<file path="src/verilog/sbclk_pkg.sv">
// package for secondary bus clock and speed strap control
package sbclk_pkg;

  // wishbone register offsets (byte addresses)
  localparam logic [7:0] REG_CTRL   = 8'h00;
  localparam logic [7:0] REG_STATUS = 8'h04;

  // control register fields
  localparam int CTRL_D3_BIT      = 0;
  localparam int CTRL_HOTSWAP_BIT = 1;

  // status register fields
  localparam int ST_CLK_STOP_BIT = 0;
  localparam int ST_FAST_OK_BIT  = 1;
  localparam int ST_SEC_FAST_BIT = 2;
  localparam int ST_HALVE_BIT    = 3;
  localparam int ST_EJECT_BIT    = 4;
  localparam int ST_DRIVE_LO_BIT = 5;
  localparam int ST_PRI_FAST_BIT = 6;
  localparam int ST_GPIN3_BIT    = 7;

  localparam int          NUM_SEC_CLK  = 10;
  localparam logic [31:0] CTRL_RESET   = 32'h0000_0000;

  // synchronised strap and pin levels
  typedef struct packed {
    logic pm_clock_stop_strap;
    logic fast_capability_strap;
    logic primary_speed_sense;
    logic secondary_speed_sense;
    logic general_pin_three;
  } sbclk_pins_t;

  typedef struct packed {
    sbclk_pins_t                   sync1;
    sbclk_pins_t                   sync2;
    logic [31:0]                   ctrl;
    logic [31:0]                   rdat;
    logic                          ack;
    logic                          clk_stop;
    logic                          halve_phase;
    logic [NUM_SEC_CLK-1:0]        sec_clk;
    logic                          sec_en;
    logic                          speed_oe;
    logic                          ejector;
    logic                          fast_mode;
  } sbclk_state_t;

endpackage : sbclk_pkg

</file>
<file path="src/verilog/sbclk_top.sv">
// secondary bus clock gating, speed sensing and strap handling
// Functional notes
// [RL1] pm strap high plus D3 parks bus B2
// [RL2] B2 entry stops secondary clocks at 0
// [RL3] pm strap low leaves clocks running
// [RL4] 66 MHz only with capability strap high
// [RL5] primary sense low drives secondary low
// [RL6] primary high: secondary sense is input; here only with capability strap high, else pulled low
// [RL7] secondary sense open drain, never high
// [RL8] hot-swap: general pin three is ejector
// [RL9] 66/33 case: halve primary clock
// [RL10] never secondary faster than primary
//
// Implementation choices: the placing of the registers and register access over Wishbone.
`timescale 1ns/1ns
`default_nettype none

module sbclk_top (
  // clock and reset
  input  wire logic                            clk_i,
  input  wire logic                            rst_i,
  // wishbone slave
  input  wire logic                            wb_cyc_i,
  input  wire logic                            wb_stb_i,
  input  wire logic                            wb_we_i,
  input  wire logic [7:0]                      wb_adr_i,
  input  wire logic [3:0]                      wb_sel_i,
  input  wire logic [31:0]                     wb_dat_i,
  output logic      [31:0]                     wb_dat_o,
  output logic                                 wb_ack_o,
  // straps and pins
  input  wire logic                            pm_clock_stop_strap_i,
  input  wire logic                            fast_capability_strap_i,
  input  wire logic                            primary_speed_sense_i,
  input  wire logic                            secondary_speed_sense_i,
  input  wire logic                            general_pin_three_i,
  // outputs
  output logic                                 secondary_speed_sense_o,
  output logic                                 secondary_speed_sense_oe_o,
  output logic [sbclk_pkg::NUM_SEC_CLK-1:0]    sec_clk_o,
  output logic                                 sec_clk_enable_o,
  output logic                                 ejector_switch_in_o,
  output logic                                 fast_mode_o
);

  sbclk_pkg::sbclk_state_t st_r;
  sbclk_pkg::sbclk_state_t st_nxt;

  function automatic logic [31:0] merge_sel(input logic [31:0] old_v, input logic [31:0] new_v,
                                            input logic [3:0] sel);
    logic [31:0] r;
    r = old_v;
    for (int b = 0; b < 4; b++)
      if (sel[b]) r[b*8 +: 8] = new_v[b*8 +: 8];
    return r;
  endfunction : merge_sel

  logic        d3_req;
  logic        hotswap;
  logic        pri_fast;
  logic        sec_fast;
  logic        halve;
  logic        req;
  logic [31:0] status;

  always_comb
  begin
    st_nxt       = st_r;
    st_nxt.sync1 = {pm_clock_stop_strap_i, fast_capability_strap_i, primary_speed_sense_i,
                    secondary_speed_sense_i, general_pin_three_i};
    st_nxt.sync2 = st_r.sync1;

    d3_req  = st_r.ctrl[sbclk_pkg::CTRL_D3_BIT];
    hotswap = st_r.ctrl[sbclk_pkg::CTRL_HOTSWAP_BIT];
    // a primary sense is only honoured when the part is fast capable
    pri_fast = st_r.sync2.primary_speed_sense & st_r.sync2.fast_capability_strap; // RL4
    // secondary fast needs fast primary too, so no 33/66 combination
    sec_fast = pri_fast & st_r.sync2.secondary_speed_sense; // RL6 RL10
    halve    = pri_fast & ~sec_fast; // RL9

    st_nxt.fast_mode = pri_fast; // RL4
    // open drain: output level is always 0, only the enable moves
    st_nxt.speed_oe = ~st_r.sync2.primary_speed_sense | ~st_r.sync2.fast_capability_strap; // RL5 RL7 RL10

    st_nxt.clk_stop = d3_req & st_r.sync2.pm_clock_stop_strap; // RL1 RL3
    st_nxt.sec_en   = ~st_nxt.clk_stop;

    st_nxt.halve_phase = halve ? ~st_r.halve_phase : 1'b0; // RL9
    if (st_r.clk_stop)
      st_nxt.sec_clk = '0; // RL2
    else
      st_nxt.sec_clk = {sbclk_pkg::NUM_SEC_CLK{halve ? st_r.halve_phase : 1'b1}};

    st_nxt.ejector = hotswap & st_r.sync2.general_pin_three; // RL8

    status = '0;
    status[sbclk_pkg::ST_CLK_STOP_BIT] = st_r.clk_stop;
    status[sbclk_pkg::ST_FAST_OK_BIT]  = st_r.sync2.fast_capability_strap;
    status[sbclk_pkg::ST_SEC_FAST_BIT] = sec_fast;
    status[sbclk_pkg::ST_HALVE_BIT]    = halve;
    status[sbclk_pkg::ST_EJECT_BIT]    = st_r.ejector;
    status[sbclk_pkg::ST_DRIVE_LO_BIT] = st_r.speed_oe;
    status[sbclk_pkg::ST_PRI_FAST_BIT] = pri_fast;
    status[sbclk_pkg::ST_GPIN3_BIT]    = st_r.sync2.general_pin_three;

    req        = wb_cyc_i & wb_stb_i & ~st_r.ack;
    st_nxt.ack = req;
    st_nxt.rdat = '0;
    if (req)
    begin
      case (wb_adr_i)
        sbclk_pkg::REG_CTRL:
        begin
          st_nxt.rdat = st_r.ctrl;
          if (wb_we_i)
            st_nxt.ctrl = merge_sel(st_r.ctrl, wb_dat_i, wb_sel_i);
        end
        sbclk_pkg::REG_STATUS:
          st_nxt.rdat = status;
        default:
          st_nxt.rdat = '0;
      endcase
    end
  end

  always_ff @(posedge clk_i)
  begin
    if (rst_i)
    begin
      st_r      <= '0;
      st_r.ctrl <= sbclk_pkg::CTRL_RESET;
    end
    else
      st_r <= st_nxt;
  end

  // the clock outputs are registered levels; without halving they stay high unless stopped (then 0),
  // real clock forwarding uses a gated buffer outside this logic
  assign wb_dat_o                   = st_r.rdat;
  assign wb_ack_o                   = st_r.ack;
  assign secondary_speed_sense_o    = 1'b0; // RL7
  assign secondary_speed_sense_oe_o = st_r.speed_oe;
  assign sec_clk_o                  = st_r.sec_clk;
  assign sec_clk_enable_o           = st_r.sec_en;
  assign ejector_switch_in_o        = st_r.ejector;
  assign fast_mode_o                = st_r.fast_mode;

endmodule : sbclk_top
`default_nettype wire
</file>
<file path="config.mk">
export PLATFORM = sky130hd
export DESIGN_NAME = sbclk_top
export DESIGN_NICKNAME = d
export VERILOG_FILES = /design/src/verilog/sbclk_pkg.sv /design/src/verilog/sbclk_top.sv
export SDC_FILE = /design/constraint.sdc
export NUM_CORES = 1
export LEC_CHECK = 0
export BUFFER_PORTS_ARGS = -buffer_cell sky130_fd_sc_hd__buf_4
export CAP_MARGIN = 20
export CORE_MARGIN = 2
export CORE_UTILIZATION = 30
export CTS_CLUSTER_DIAMETER = 120
export CTS_CLUSTER_SIZE = 16
export DETAILED_ROUTE_END_ITERATION = 16
export PLACE_DENSITY_LB_ADDON = 0.12
export SLEW_MARGIN = 5
export SYNTH_ARGS = -nofsm -noshare
export SYNTH_HDL_FRONTEND = slang
export SYNTH_SLANG_ARGS = --single-unit
</file>
<file path="constraint.sdc">
create_clock -name clk_i -period 3.3 [get_ports clk_i]
set_clock_uncertainty 0.2 [all_clocks]
set_input_delay 0 -clock clk_i [delete_from_list [all_inputs] [get_ports clk_i]]
set_output_delay 0 -clock clk_i [all_outputs]
set_load 0.005 [all_outputs]
</file>
==> flow_metrics.env, run 1 <==
export IMPL_synthDistinctLibCells=23
export IMPL_final_period_minus_worst_setup_slack_ps=2720
export IMPL_num_nets_final=493
export IMPL_vdd_ir_drop_worst_mv=0.229
export IMPL_status="finished clean"
export IMPL_fin_tns_setup_ps=0
export IMPL_dieHeight_um=109
export IMPL_rsz_0062_raised_after_global_routing="no"
export IMPL_most_instantiated_flip_flop_cell_in_the_synthesis_netlist="dfxtp_1"
export IMPL_drt_wl_total_um=7150
export IMPL_report_power_total_mw=1.90
export IMPL_clkLatencyLatePin_ps=350
export IMPL_antenna_found_initial=0
export IMPL_postPlaceCellArea_um2=3860
export IMPL_post_syn_instances=316
export IMPL_hpwl_um=4550
export IMPL_design_die_area_um2=11900
export IMPL_yosys_warnings=0
export IMPL_post_route_cells_drive_above_1_share_pct=27.7
export IMPL_timing_slew_headroom_pct=48.1
export IMPL_synth_seq_cells=82
export IMPL_first_global_vias=2393
export IMPL_worstPathRequired_ps=3390
export IMPL_starting_density_of_the_core_pct=30.6
export IMPL_ctsLongestPathBuffers=2
export IMPL_critPathLaunch="wb_ack_o"
export IMPL_io_pins=102
export IMPL_synth_nets=370
export IMPL_die_w_um=109
export IMPL_syn_to_final_growth_pct=43.7
export IMPL_syn_area_per_cell_um2=10.5
export IMPL_hold_path_startpoint="wb_sel_i[3]"
export IMPL_route_detailed_drc=0
export IMPL_number_of_maximum_capacitance_violations=0
export IMPL_switching_share_pct=23.1
export IMPL_synth_most_common_cell="dfxtp_1"
export IMPL_wl_per_cell_um=12.2
export IMPL_path_class="register to register"
export IMPL_cts_sink_count=82
export IMPL_placeableCoreArea_um2=10800
export IMPL_cp_arrival_ps=2810
export IMPL_globalplace_congestion=0.634
export IMPL_cts_htree_levels=3
export IMPL_antenna_violating_nets_post_route=0
export IMPL_drt_pre_antenna_iters=4
export IMPL_grt_start_max_net_pins=84
export IMPL_synth_enable_flop_cells=0
export IMPL_grtUsageTotal_pct=12.6
export IMPL_buffer_ports_inserted=100
export IMPL_clock_fmax_ghz=0.367
export IMPL_total_switching_power_uw=440
export IMPL_finalInstanceArea_um2=4750
export IMPL_post_cts_setup_buffers=0
export IMPL_grt_pass1_wl_um=11300
export IMPL_portion_of_total_power_attributed_to_sequential_cells_pct=52.7
export IMPL_cts_reportedPaths_clkPinSlew_ps=90
export IMPL_cts_resized=0
export IMPL_end_kind="register"
export IMPL_post_synth_main_area_contributors="dfxtp_1, nand2b_1, mux2i_1"
export IMPL_antenna_diode_count=0
export IMPL_timing_final_max_slew_violations=0
export IMPL_cts_made_buffers=9
export IMPL_cp_max_fo=8
export IMPL_pwr_share_clk_pct=38.7
export IMPL_synthDominantAreaCellType="dfxtp_1"
export IMPL_drtIter0Drc=40
export IMPL_worstMarginPinSlew_ps=773
export IMPL_min_period_over_period_pct=82.5
export IMPL_clock_tree_root_driver_cell="clkbuf_8"
export IMPL_timing_final_setup_violations=0
export IMPL_pwr_share_comb_pct=8.5
export IMPL_internal_power_mw=1.46
export IMPL_whs_ps=11.1
export IMPL_leakagePower_nw=2.02
export IMPL_ys_async_sr_fraction_pct=0
export IMPL_startpoint_type_of_the_worst_setup_path="register"
export IMPL_synth_cell_area_um2=3310
export IMPL_vias_per_cell=4.05
export IMPL_report_final_hold_viol_count=0
export IMPL_min_path_type="primary input to register"
export IMPL_p_per_area_nw_per_um2=400
export IMPL_crit_reg2reg_launch="wb_ack_o"
export IMPL_netlist_top_cells_count="dfxtp_1, nand2b_1, buf_4, mux2i_1, and2_1"
export IMPL_yosys_area_top_type_share_pct=49.6
export IMPL_rows=38
export IMPL_residual_overflow_from_global_routing=0
export IMPL_clock_tree_from_tritoncts="done"
export IMPL_detailroute_via_count=2364
export IMPL_share_of_the_yosys_chip_area_belonging_to_registers_pct=49.6
-- placed cells by master (no fill, tap or decap), types with 2 or more instances in the layout --
cell type	Yosys	final
nand2_1	3	3
dlygate4sd3_1	0	69
nor2_1	9	9
clkbuf_8	0	9
inv_6	0	3
nand2b_1	67	67
nand3b_1	5	5
dfxtp_1	82	82
nor4_4	4	5
a21oi_1	5	5
or3_1	2	2
nor3_1	2	2
mux2i_1	37	37
and2_1	24	24
buf_4	43	101
nor2b_1	10	10
clkinv_2	0	2
-- layer usage --
| layer | up-vias | GRT usage (%) | routed length, µm | part of all wire (%) |
|---|---|---|---|---|
| met2 | 54 | 21.3 | 3440 | 48 |
| met5 | - | 0 | 0 | 0 |
| met4 | 0 | 4.95 | 81 | 1.1 |
| li1 | 1218 | - | - | - |
| met3 | 8 | 3.11 | 368 | 5.1 |
| met1 | 1084 | 15.3 | 3260 | 46 |
-- layout make-up --
class | count | area, µm²
Fill cell | 1081 | 6040
Clock inverter | 7 | 75.1
Multi-Input combinational cell | 176 | 1290
Clock buffer | 9 | 124
Timing Repair Buffer | 170 | 1450
Sequential cell | 82 | 1640
Tap cell | 140 | 175
-- power groups by stage --
stage	combinational, mW	clock, mW	sequential (mW)
final	0.162	0.736	1.00
after global routing	0.177	0.809	1.00
after CTS	0.164	0.765	1.00
after detailed placement	0.124	0	1.03
after global placement	0.124	0	1.03
after floorplan	0.0605	0	1.02
-- repair_timing --
item | in CTS | in global routing
setup endpoints to repair | 0 | 0
hold buffers | 69 | 0
hold endpoints to repair | 52 | 0
-- final timing paths --
path                            endpoint  slack [ps]  depth (start not counted)
worst max-delay path            st_r[78]         580                          4
worst min-delay path            st_r[80]          10                          4
worst max register to register  st_r[78]         580                          4
worst min register to register  st_r[14]         220                          1
-- per-stage QoR --
step	cells	util, %	setup slack [ps]
final	584	44.0	577
after global routing	584	44.0	390
after CTS	584	44.0	563
after detailed placement	499	35.8	1110
after global placement	499	35.8	1180
after floorplan	316	-	1420
-- registers in the layout (all words and copies together), names as in the netlist --
signal and count:
wb_dat_o 32, wb_ack_o 1, sec_clk_o 1, d3_req 1, sec_clk_enable_o 1, st_r 37
secondary_speed_sense_oe_o 1, fast_mode_o 1, ejector_switch_in_o 1, hotswap 1, st_nxt 5
-- worst max-delay path: stages (launching register included) --
cell           delay [ps]
dfxtp_1               320
nand3b_1              470
nor4_4                850
mux2i_1               260
dlygate4sd3_1         560
-- kinds of logic after synthesis --
family,after synthesis,share of synthesized area (%)
other,1,0.113
buffers and inverters,58,11.7
and+or+nand+nor,133,26.6
muxes,37,11.2
DFF,82,49.6
AOI/OAI and AO/OA,5,0.757
Note: power is estimated with default switching activity, not from simulation.
==> inputs of run 2 (changes only) <==
- clock period: 3.3 -> 2.4 ns (I/O delays scaled with it)
==> flow_metrics.env, run 2 (synthesized netlist as in run 1, its figures left out) <==
export IMPL_status="finished clean"
export IMPL_grt_pass1_wl_um=10800
export IMPL_largest_register_ff_count=37
export IMPL_buffer_ports_inserted=100
export IMPL_grtUsageTotal_pct=12.1
export IMPL_post_cts_setup_buffers=0
export IMPL_placeableCoreArea_um2=10800
export IMPL_rsz_0062_raised_after_global_routing="no"
export IMPL_clock_tree_root_driver_cell="clkbuf_8"
export IMPL_internal_power_mw=1.90
export IMPL_portion_of_total_power_attributed_to_sequential_cells_pct=54.6
export IMPL_number_of_maximum_capacitance_violations=0
export IMPL_pwr_share_clk_pct=36.6
export IMPL_critical_path_reg2reg_endpoint="st_r[60]"
export IMPL_startpoint_type_of_the_worst_setup_path="register"
export IMPL_clock_fmax_ghz=0.450
export IMPL_path_class="register to register"
export IMPL_fin_tns_setup_ps=0
export IMPL_layout_core_utilization_pct=42.2
export IMPL_timing_slew_headroom_pct=55.5
export IMPL_io_pins=102
export IMPL_antenna_found_initial=0
export IMPL_timing_final_max_slew_violations=0
export IMPL_end_kind="register"
export IMPL_whs_ps=69.8
export IMPL_worstHoldEndpoint="st_r[59]"
export IMPL_report_power_total_mw=2.52
export IMPL_cts_made_buffers=9
export IMPL_worstPathRequired_ps=2500
export IMPL_wl_per_cell_um=12.3
export IMPL_syn_to_final_growth_pct=37.6
export IMPL_drt_wl_total_um=7010
export IMPL_layout_cells_most_common="buf_4"
export IMPL_cts_reportedPaths_clkPinSlew_ps=90
export IMPL_globalplace_congestion=0.698
export IMPL_timing_final_setup_violations=0
export IMPL_final_period_minus_worst_setup_slack_ps=2220
export IMPL_detailroute_via_count=2325
export IMPL_hpwl_um=4680
export IMPL_worst_r2r_setup_slack_ps=180
export IMPL_dieHeight_um=109
export IMPL_timing_critical_path_slowest_cell_delay_ps=550
export IMPL_pwr_share_comb_pct=8.8
export IMPL_rows=38
export IMPL_route_detailed_drc=0
export IMPL_hold_path_startpoint="wb_sel_i[1]"
export IMPL_clock_tree_from_tritoncts="done"
export IMPL_clkLatencyLatePin_ps=360
export IMPL_regMostFlops="st_r"
export IMPL_drtIter0Drc=47
export IMPL_vias_per_cell=4.09
export IMPL_cts_htree_levels=3
export IMPL_worstMarginPinSlew_ps=668
export IMPL_path_cells="nand3b_1 > nor4_4 > mux2i_1 > dlygate4sd3_1"
export IMPL_hold_path_cell_count=5
export IMPL_post_route_cells_drive_above_1_share_pct=30.4
export IMPL_antenna_violating_nets_post_route=0
export IMPL_switching_share_pct=24.7
export IMPL_antenna_diode_count=0
export IMPL_critPathSlowestCell="dlygate4sd3_1"
export IMPL_num_nets_final=477
export IMPL_most_common_layout_cells="buf_4, dfxtp_1, nand2b_1"
export IMPL_first_global_vias=2216
export IMPL_drt_pre_antenna_iters=4
export IMPL_design_die_area_um2=11900
export IMPL_total_switching_power_uw=622
export IMPL_p_per_area_nw_per_um2=554
export IMPL_starting_density_of_the_core_pct=30.6
export IMPL_residual_overflow_from_global_routing=0
export IMPL_min_period_over_period_pct=92.6
export IMPL_ctsLongestPathBuffers=2
export IMPL_cp_max_fo=5
export IMPL_vdd_ir_drop_worst_mv=0.229
export IMPL_die_w_um=109
export IMPL_cts_sink_count=82
export IMPL_cp_arrival_ps=2330
export IMPL_leakagePower_nw=1.88
export IMPL_report_final_hold_viol_count=0
export IMPL_reg2regPathDepth=4
export IMPL_crit_reg2reg_launch="wb_ack_o"
export IMPL_min_path_type="primary input to register"
export IMPL_grt_start_max_net_pins=83
## run 2: changes by cell type in the layout (fill, tap and decap cells not counted)
| cell | previous run | this run |
|---|---|---|
| clkinvlp_4 | 0 | 2 |
| clkinv_4 | 1 | 0 |
| bufinv_16 | 1 | 0 |
| buf_4 | 101 | 108 |
| dlygate4sd3_1 | 69 | 46 |
## run 2: area by class of cell
class                      count  area (µm²)
clock buffer                   9         124
tap                          140         175
sequential                    82        1640
clock inverter                 7        51.3
multi-input combinational    176        1290
fill                        1070        6240
timing repair buffer         154        1270
## run 2: per-layer routing
metal | track usage (%) | wire (µm)
met1 | 15.4 | 3280
met2 | 18.4 | 3220
met3 | 3.71 | 406
met4 | 6.32 | 111
met5 | 0 | 0
## run 2: repair_timing
action | 4_1_cts | 5_1_grt
gates resized for setup | 0 | 0
hold buffers | 46 | 0
hold endpoints to repair | 46 | 0
## run 2: power by group through the flow
stage	clock network (mW)	registers [mW]	logic, mW
2_1_floorplan	0	1.41	0.0832
3_3_place_gp	0	1.41	0.172
3_5_place_dp	0	1.41	0.172
4_1_cts	0.961	1.38	0.225
5_1_grt	1.02	1.38	0.243
6_report	0.922	1.38	0.222
## run 2: through the flow
stage | std cells | area [µm²] | worst slack [ps]
after floorplan | 316 | 3310 | 521
after global placement | 506 | 3920 | 503
after detailed placement | 506 | 3920 | 474
after CTS | 568 | 4550 | 153
after global routing | 568 | 4550 | 52.7
final | 568 | 4550 | 179
## run 2: worst max path at each step
stage | from | to | slack [ps] | depth (start not counted)
3_3_place_gp | wb_adr_i[4] | st_r[59] | 500 | 5
4_1_cts | wb_ack_o | st_r[60] | 150 | 4
6_report | wb_ack_o | st_r[60] | 180 | 4
2_1_floorplan | wb_ack_o | d3_req | 520 | 3
5_1_grt | wb_ack_o | st_r[71] | 50 | 4
3_5_place_dp | wb_adr_i[4] | st_r[68] | 470 | 5
## run 2: worst max-delay path, delay by kind of cell, from the launching register on
family	cells	cell delay, ps
flops	1	310
buf+inv	1	550
mux	1	230
simple gates	2	870
==> inputs of run 3 (changes only) <==
- REMOVE_ABC_BUFFERS: not set -> 1
==> flow_metrics.env, run 3 (synthesized netlist as in run 1, its figures left out) <==
export IMPL_status="finished clean"
export IMPL_cts_sink_count=82
export IMPL_number_of_maximum_capacitance_violations=0
export IMPL_wl_met1_um=3130
export IMPL_starting_density_of_the_core_pct=30.6
export IMPL_layout_core_utilization_pct=41.5
export IMPL_postPlaceCellArea_um2=3910
export IMPL_largest_register_ff_count=37
export IMPL_io_pins=102
export IMPL_antenna_found_initial=0
export IMPL_report_final_hold_viol_count=0
export IMPL_grt_pass1_wl_um=10400
export IMPL_drt_wl_total_um=6820
export IMPL_first_global_vias=2142
export IMPL_pwr_share_clk_pct=34.8
export IMPL_clock_tree_from_tritoncts="done"
export IMPL_drt_pre_antenna_iters=6
export IMPL_timing_critical_path_slowest_cell_delay_ps=610
export IMPL_globalplace_congestion=0.651
export IMPL_most_common_layout_cells="buf_4, dfxtp_1, nand2b_1"
export IMPL_route_detailed_drc=0
export IMPL_p_per_area_nw_per_um2=546
export IMPL_cts_reportedPaths_clkPinSlew_ps=80
export IMPL_vias_per_cell=3.98
export IMPL_end_kind="register"
export IMPL_clock_tree_root_driver_cell="clkbuf_8"
export IMPL_buffer_ports_inserted=100
export IMPL_dieHeight_um=109
export IMPL_timing_slew_headroom_pct=56.1
export IMPL_rows=38
export IMPL_antenna_diode_count=0
export IMPL_reg2regPathDepth=3
export IMPL_fin_tns_setup_ps=0
export IMPL_critPathSlowestCell="dlygate4sd3_1"
export IMPL_critPathLaunch="wb_adr_i[5]"
export IMPL_cp_arrival_ps=2350
export IMPL_timing_final_max_slew_violations=0
export IMPL_critical_path_reg2reg_endpoint="wb_dat_o[3]"
export IMPL_critPathBufInv=4
export IMPL_met2_wirelength_um=3220
export IMPL_min_path_type="primary input to register"
export IMPL_design_die_area_um2=11900
export IMPL_final_cells=560
export IMPL_cp_common_cell="dlygate4sd3_1"
export IMPL_number_of_fill_cells_in_the_layout=1055
export IMPL_rsz_0062_raised_after_global_routing="no"
export IMPL_worst_r2r_setup_slack_ps=510
export IMPL_path_class="primary input to register"
export IMPL_antenna_violating_nets_post_route=0
export IMPL_worstMarginPinSlew_ps=659
export IMPL_place_ws_ps=495
export IMPL_grt_start_max_net_pins=83
export IMPL_topRoutingLayerUsed="met4"
export IMPL_post_route_cells_drive_above_1_share_pct=29.8
export IMPL_switching_share_pct=22.6
export IMPL_cp_depth=7
export IMPL_min_period_over_period_pct=94.8
export IMPL_path_cells="dlygate4sd3_1 > buf_4 > or4_1 > dlygate4sd3_1 > nor4_4 > buf_12 > and2_1"
export IMPL_crit_end="wb_dat_o[16]"
export IMPL_cp_max_fo=21
export IMPL_hpwl_um=4480
export IMPL_crit_reg2reg_launch="wb_ack_o"
export IMPL_leakagePower_nw=1.82
export IMPL_internal_power_mw=1.89
export IMPL_residual_overflow_from_global_routing=0
export IMPL_portion_of_total_power_attributed_to_sequential_cells_pct=56.4
export IMPL_pwr_share_comb_pct=8.9
export IMPL_cp_top_family="buffers and inverters"
export IMPL_ctsLongestPathBuffers=2
export IMPL_startpoint_type_of_the_worst_setup_path="primary input"
export IMPL_multiInputGateArea_um2=1290
export IMPL_cts_made_buffers=9
export IMPL_placeableCoreArea_um2=10800
export IMPL_clock_fmax_ghz=0.440
export IMPL_final_period_minus_worst_setup_slack_ps=2270
export IMPL_clkLatencyLatePin_ps=340
export IMPL_post_place_cells=504
export IMPL_postLayoutSetupSlackWorst_ps=126
export IMPL_total_switching_power_uw=553
export IMPL_num_nets_final=469
export IMPL_timing_final_setup_violations=0
export IMPL_cts_htree_levels=3
export IMPL_regMostFlops="st_r"
export IMPL_wl_per_cell_um=12.2
export IMPL_detailroute_via_count=2230
export IMPL_finalInstanceArea_um2=4480
export IMPL_layout_cells_most_common="buf_4"
export IMPL_grtUsageTotal_pct=11.9
export IMPL_ff_latch_area_um2=1640
export IMPL_met3RoutedLength_um=283
export IMPL_die_w_um=109
export IMPL_worstPathRequired_ps=2480
export IMPL_vdd_ir_drop_worst_mv=0.214
export IMPL_syn_to_final_growth_pct=35.4
export IMPL_drtIter0Drc=41
==> run 3: through the flow <==
step / total power, mW / hold slack, ps
after floorplan: 1.46 / -131
after global placement: 1.58 / 15.4
after detailed placement: 1.58 / 20.5
after CTS: 2.49 / 0.747
after global routing: 2.57 / 4.47
final: 2.45 / 14.3
==> run 3: worst reg2reg max path: cells and delay by family (launching register included) <==
family	cells	cell delay [ps]
flops	1	310
simple gates	2	1130
compound gates	1	190
==> run 3: cell type report <==
class / instances / share of cell area (%)
clock inverters: 4 / 0.643
repair buffers: 146 / 27.0
clock buffers: 12 / 3.02
multi-input cells: 176 / 28.8
well taps: 140 / 3.91
flip-flops and latches: 82 / 36.7
==> run 3: layer usage <==
layer | track usage [%] | vias up
met5 | 0 | -
met4 | 6.14 | 0
met3 | 3.41 | 13
met2 | 19.2 | 57
met1 | 14.3 | 993
li1 | - | 1167
==> run 3: power by group through the flow <==
stage / Sequential (mW) / Combinational (mW) / Clock, mW
5_1_grt: 1.38 / 0.236 / 0.959
4_1_cts: 1.38 / 0.221 / 0.894
3_5_place_dp: 1.41 / 0.169 / 0
3_3_place_gp: 1.41 / 0.169 / 0
2_1_floorplan: 1.41 / 0.0517 / 0
6_report: 1.38 / 0.217 / 0.850
==> run 3: worst min-delay path by stage <==
stage	from	endpoint	slack, ps	depth (start not counted)
after floorplan	rst_i	sec_clk_enable_o	-130	1
after global placement	fast_capability_strap_i	st_nxt[84]	20	2
after detailed placement	pm_clock_stop_strap_i	st_nxt[85]	20	2
after CTS	wb_adr_i[3]	wb_dat_o[23]	0.7	4
after global routing	wb_adr_i[3]	wb_dat_o[23]	4	4
final	wb_adr_i[3]	wb_dat_o[23]	10	4
==> run 3: what timing repair did <==
action / CTS / global route
hold endpoints to repair: 48 / 0
buffers inserted: 0 / 0
resized for setup: 0 / 0
hold buffers: 40 / 0
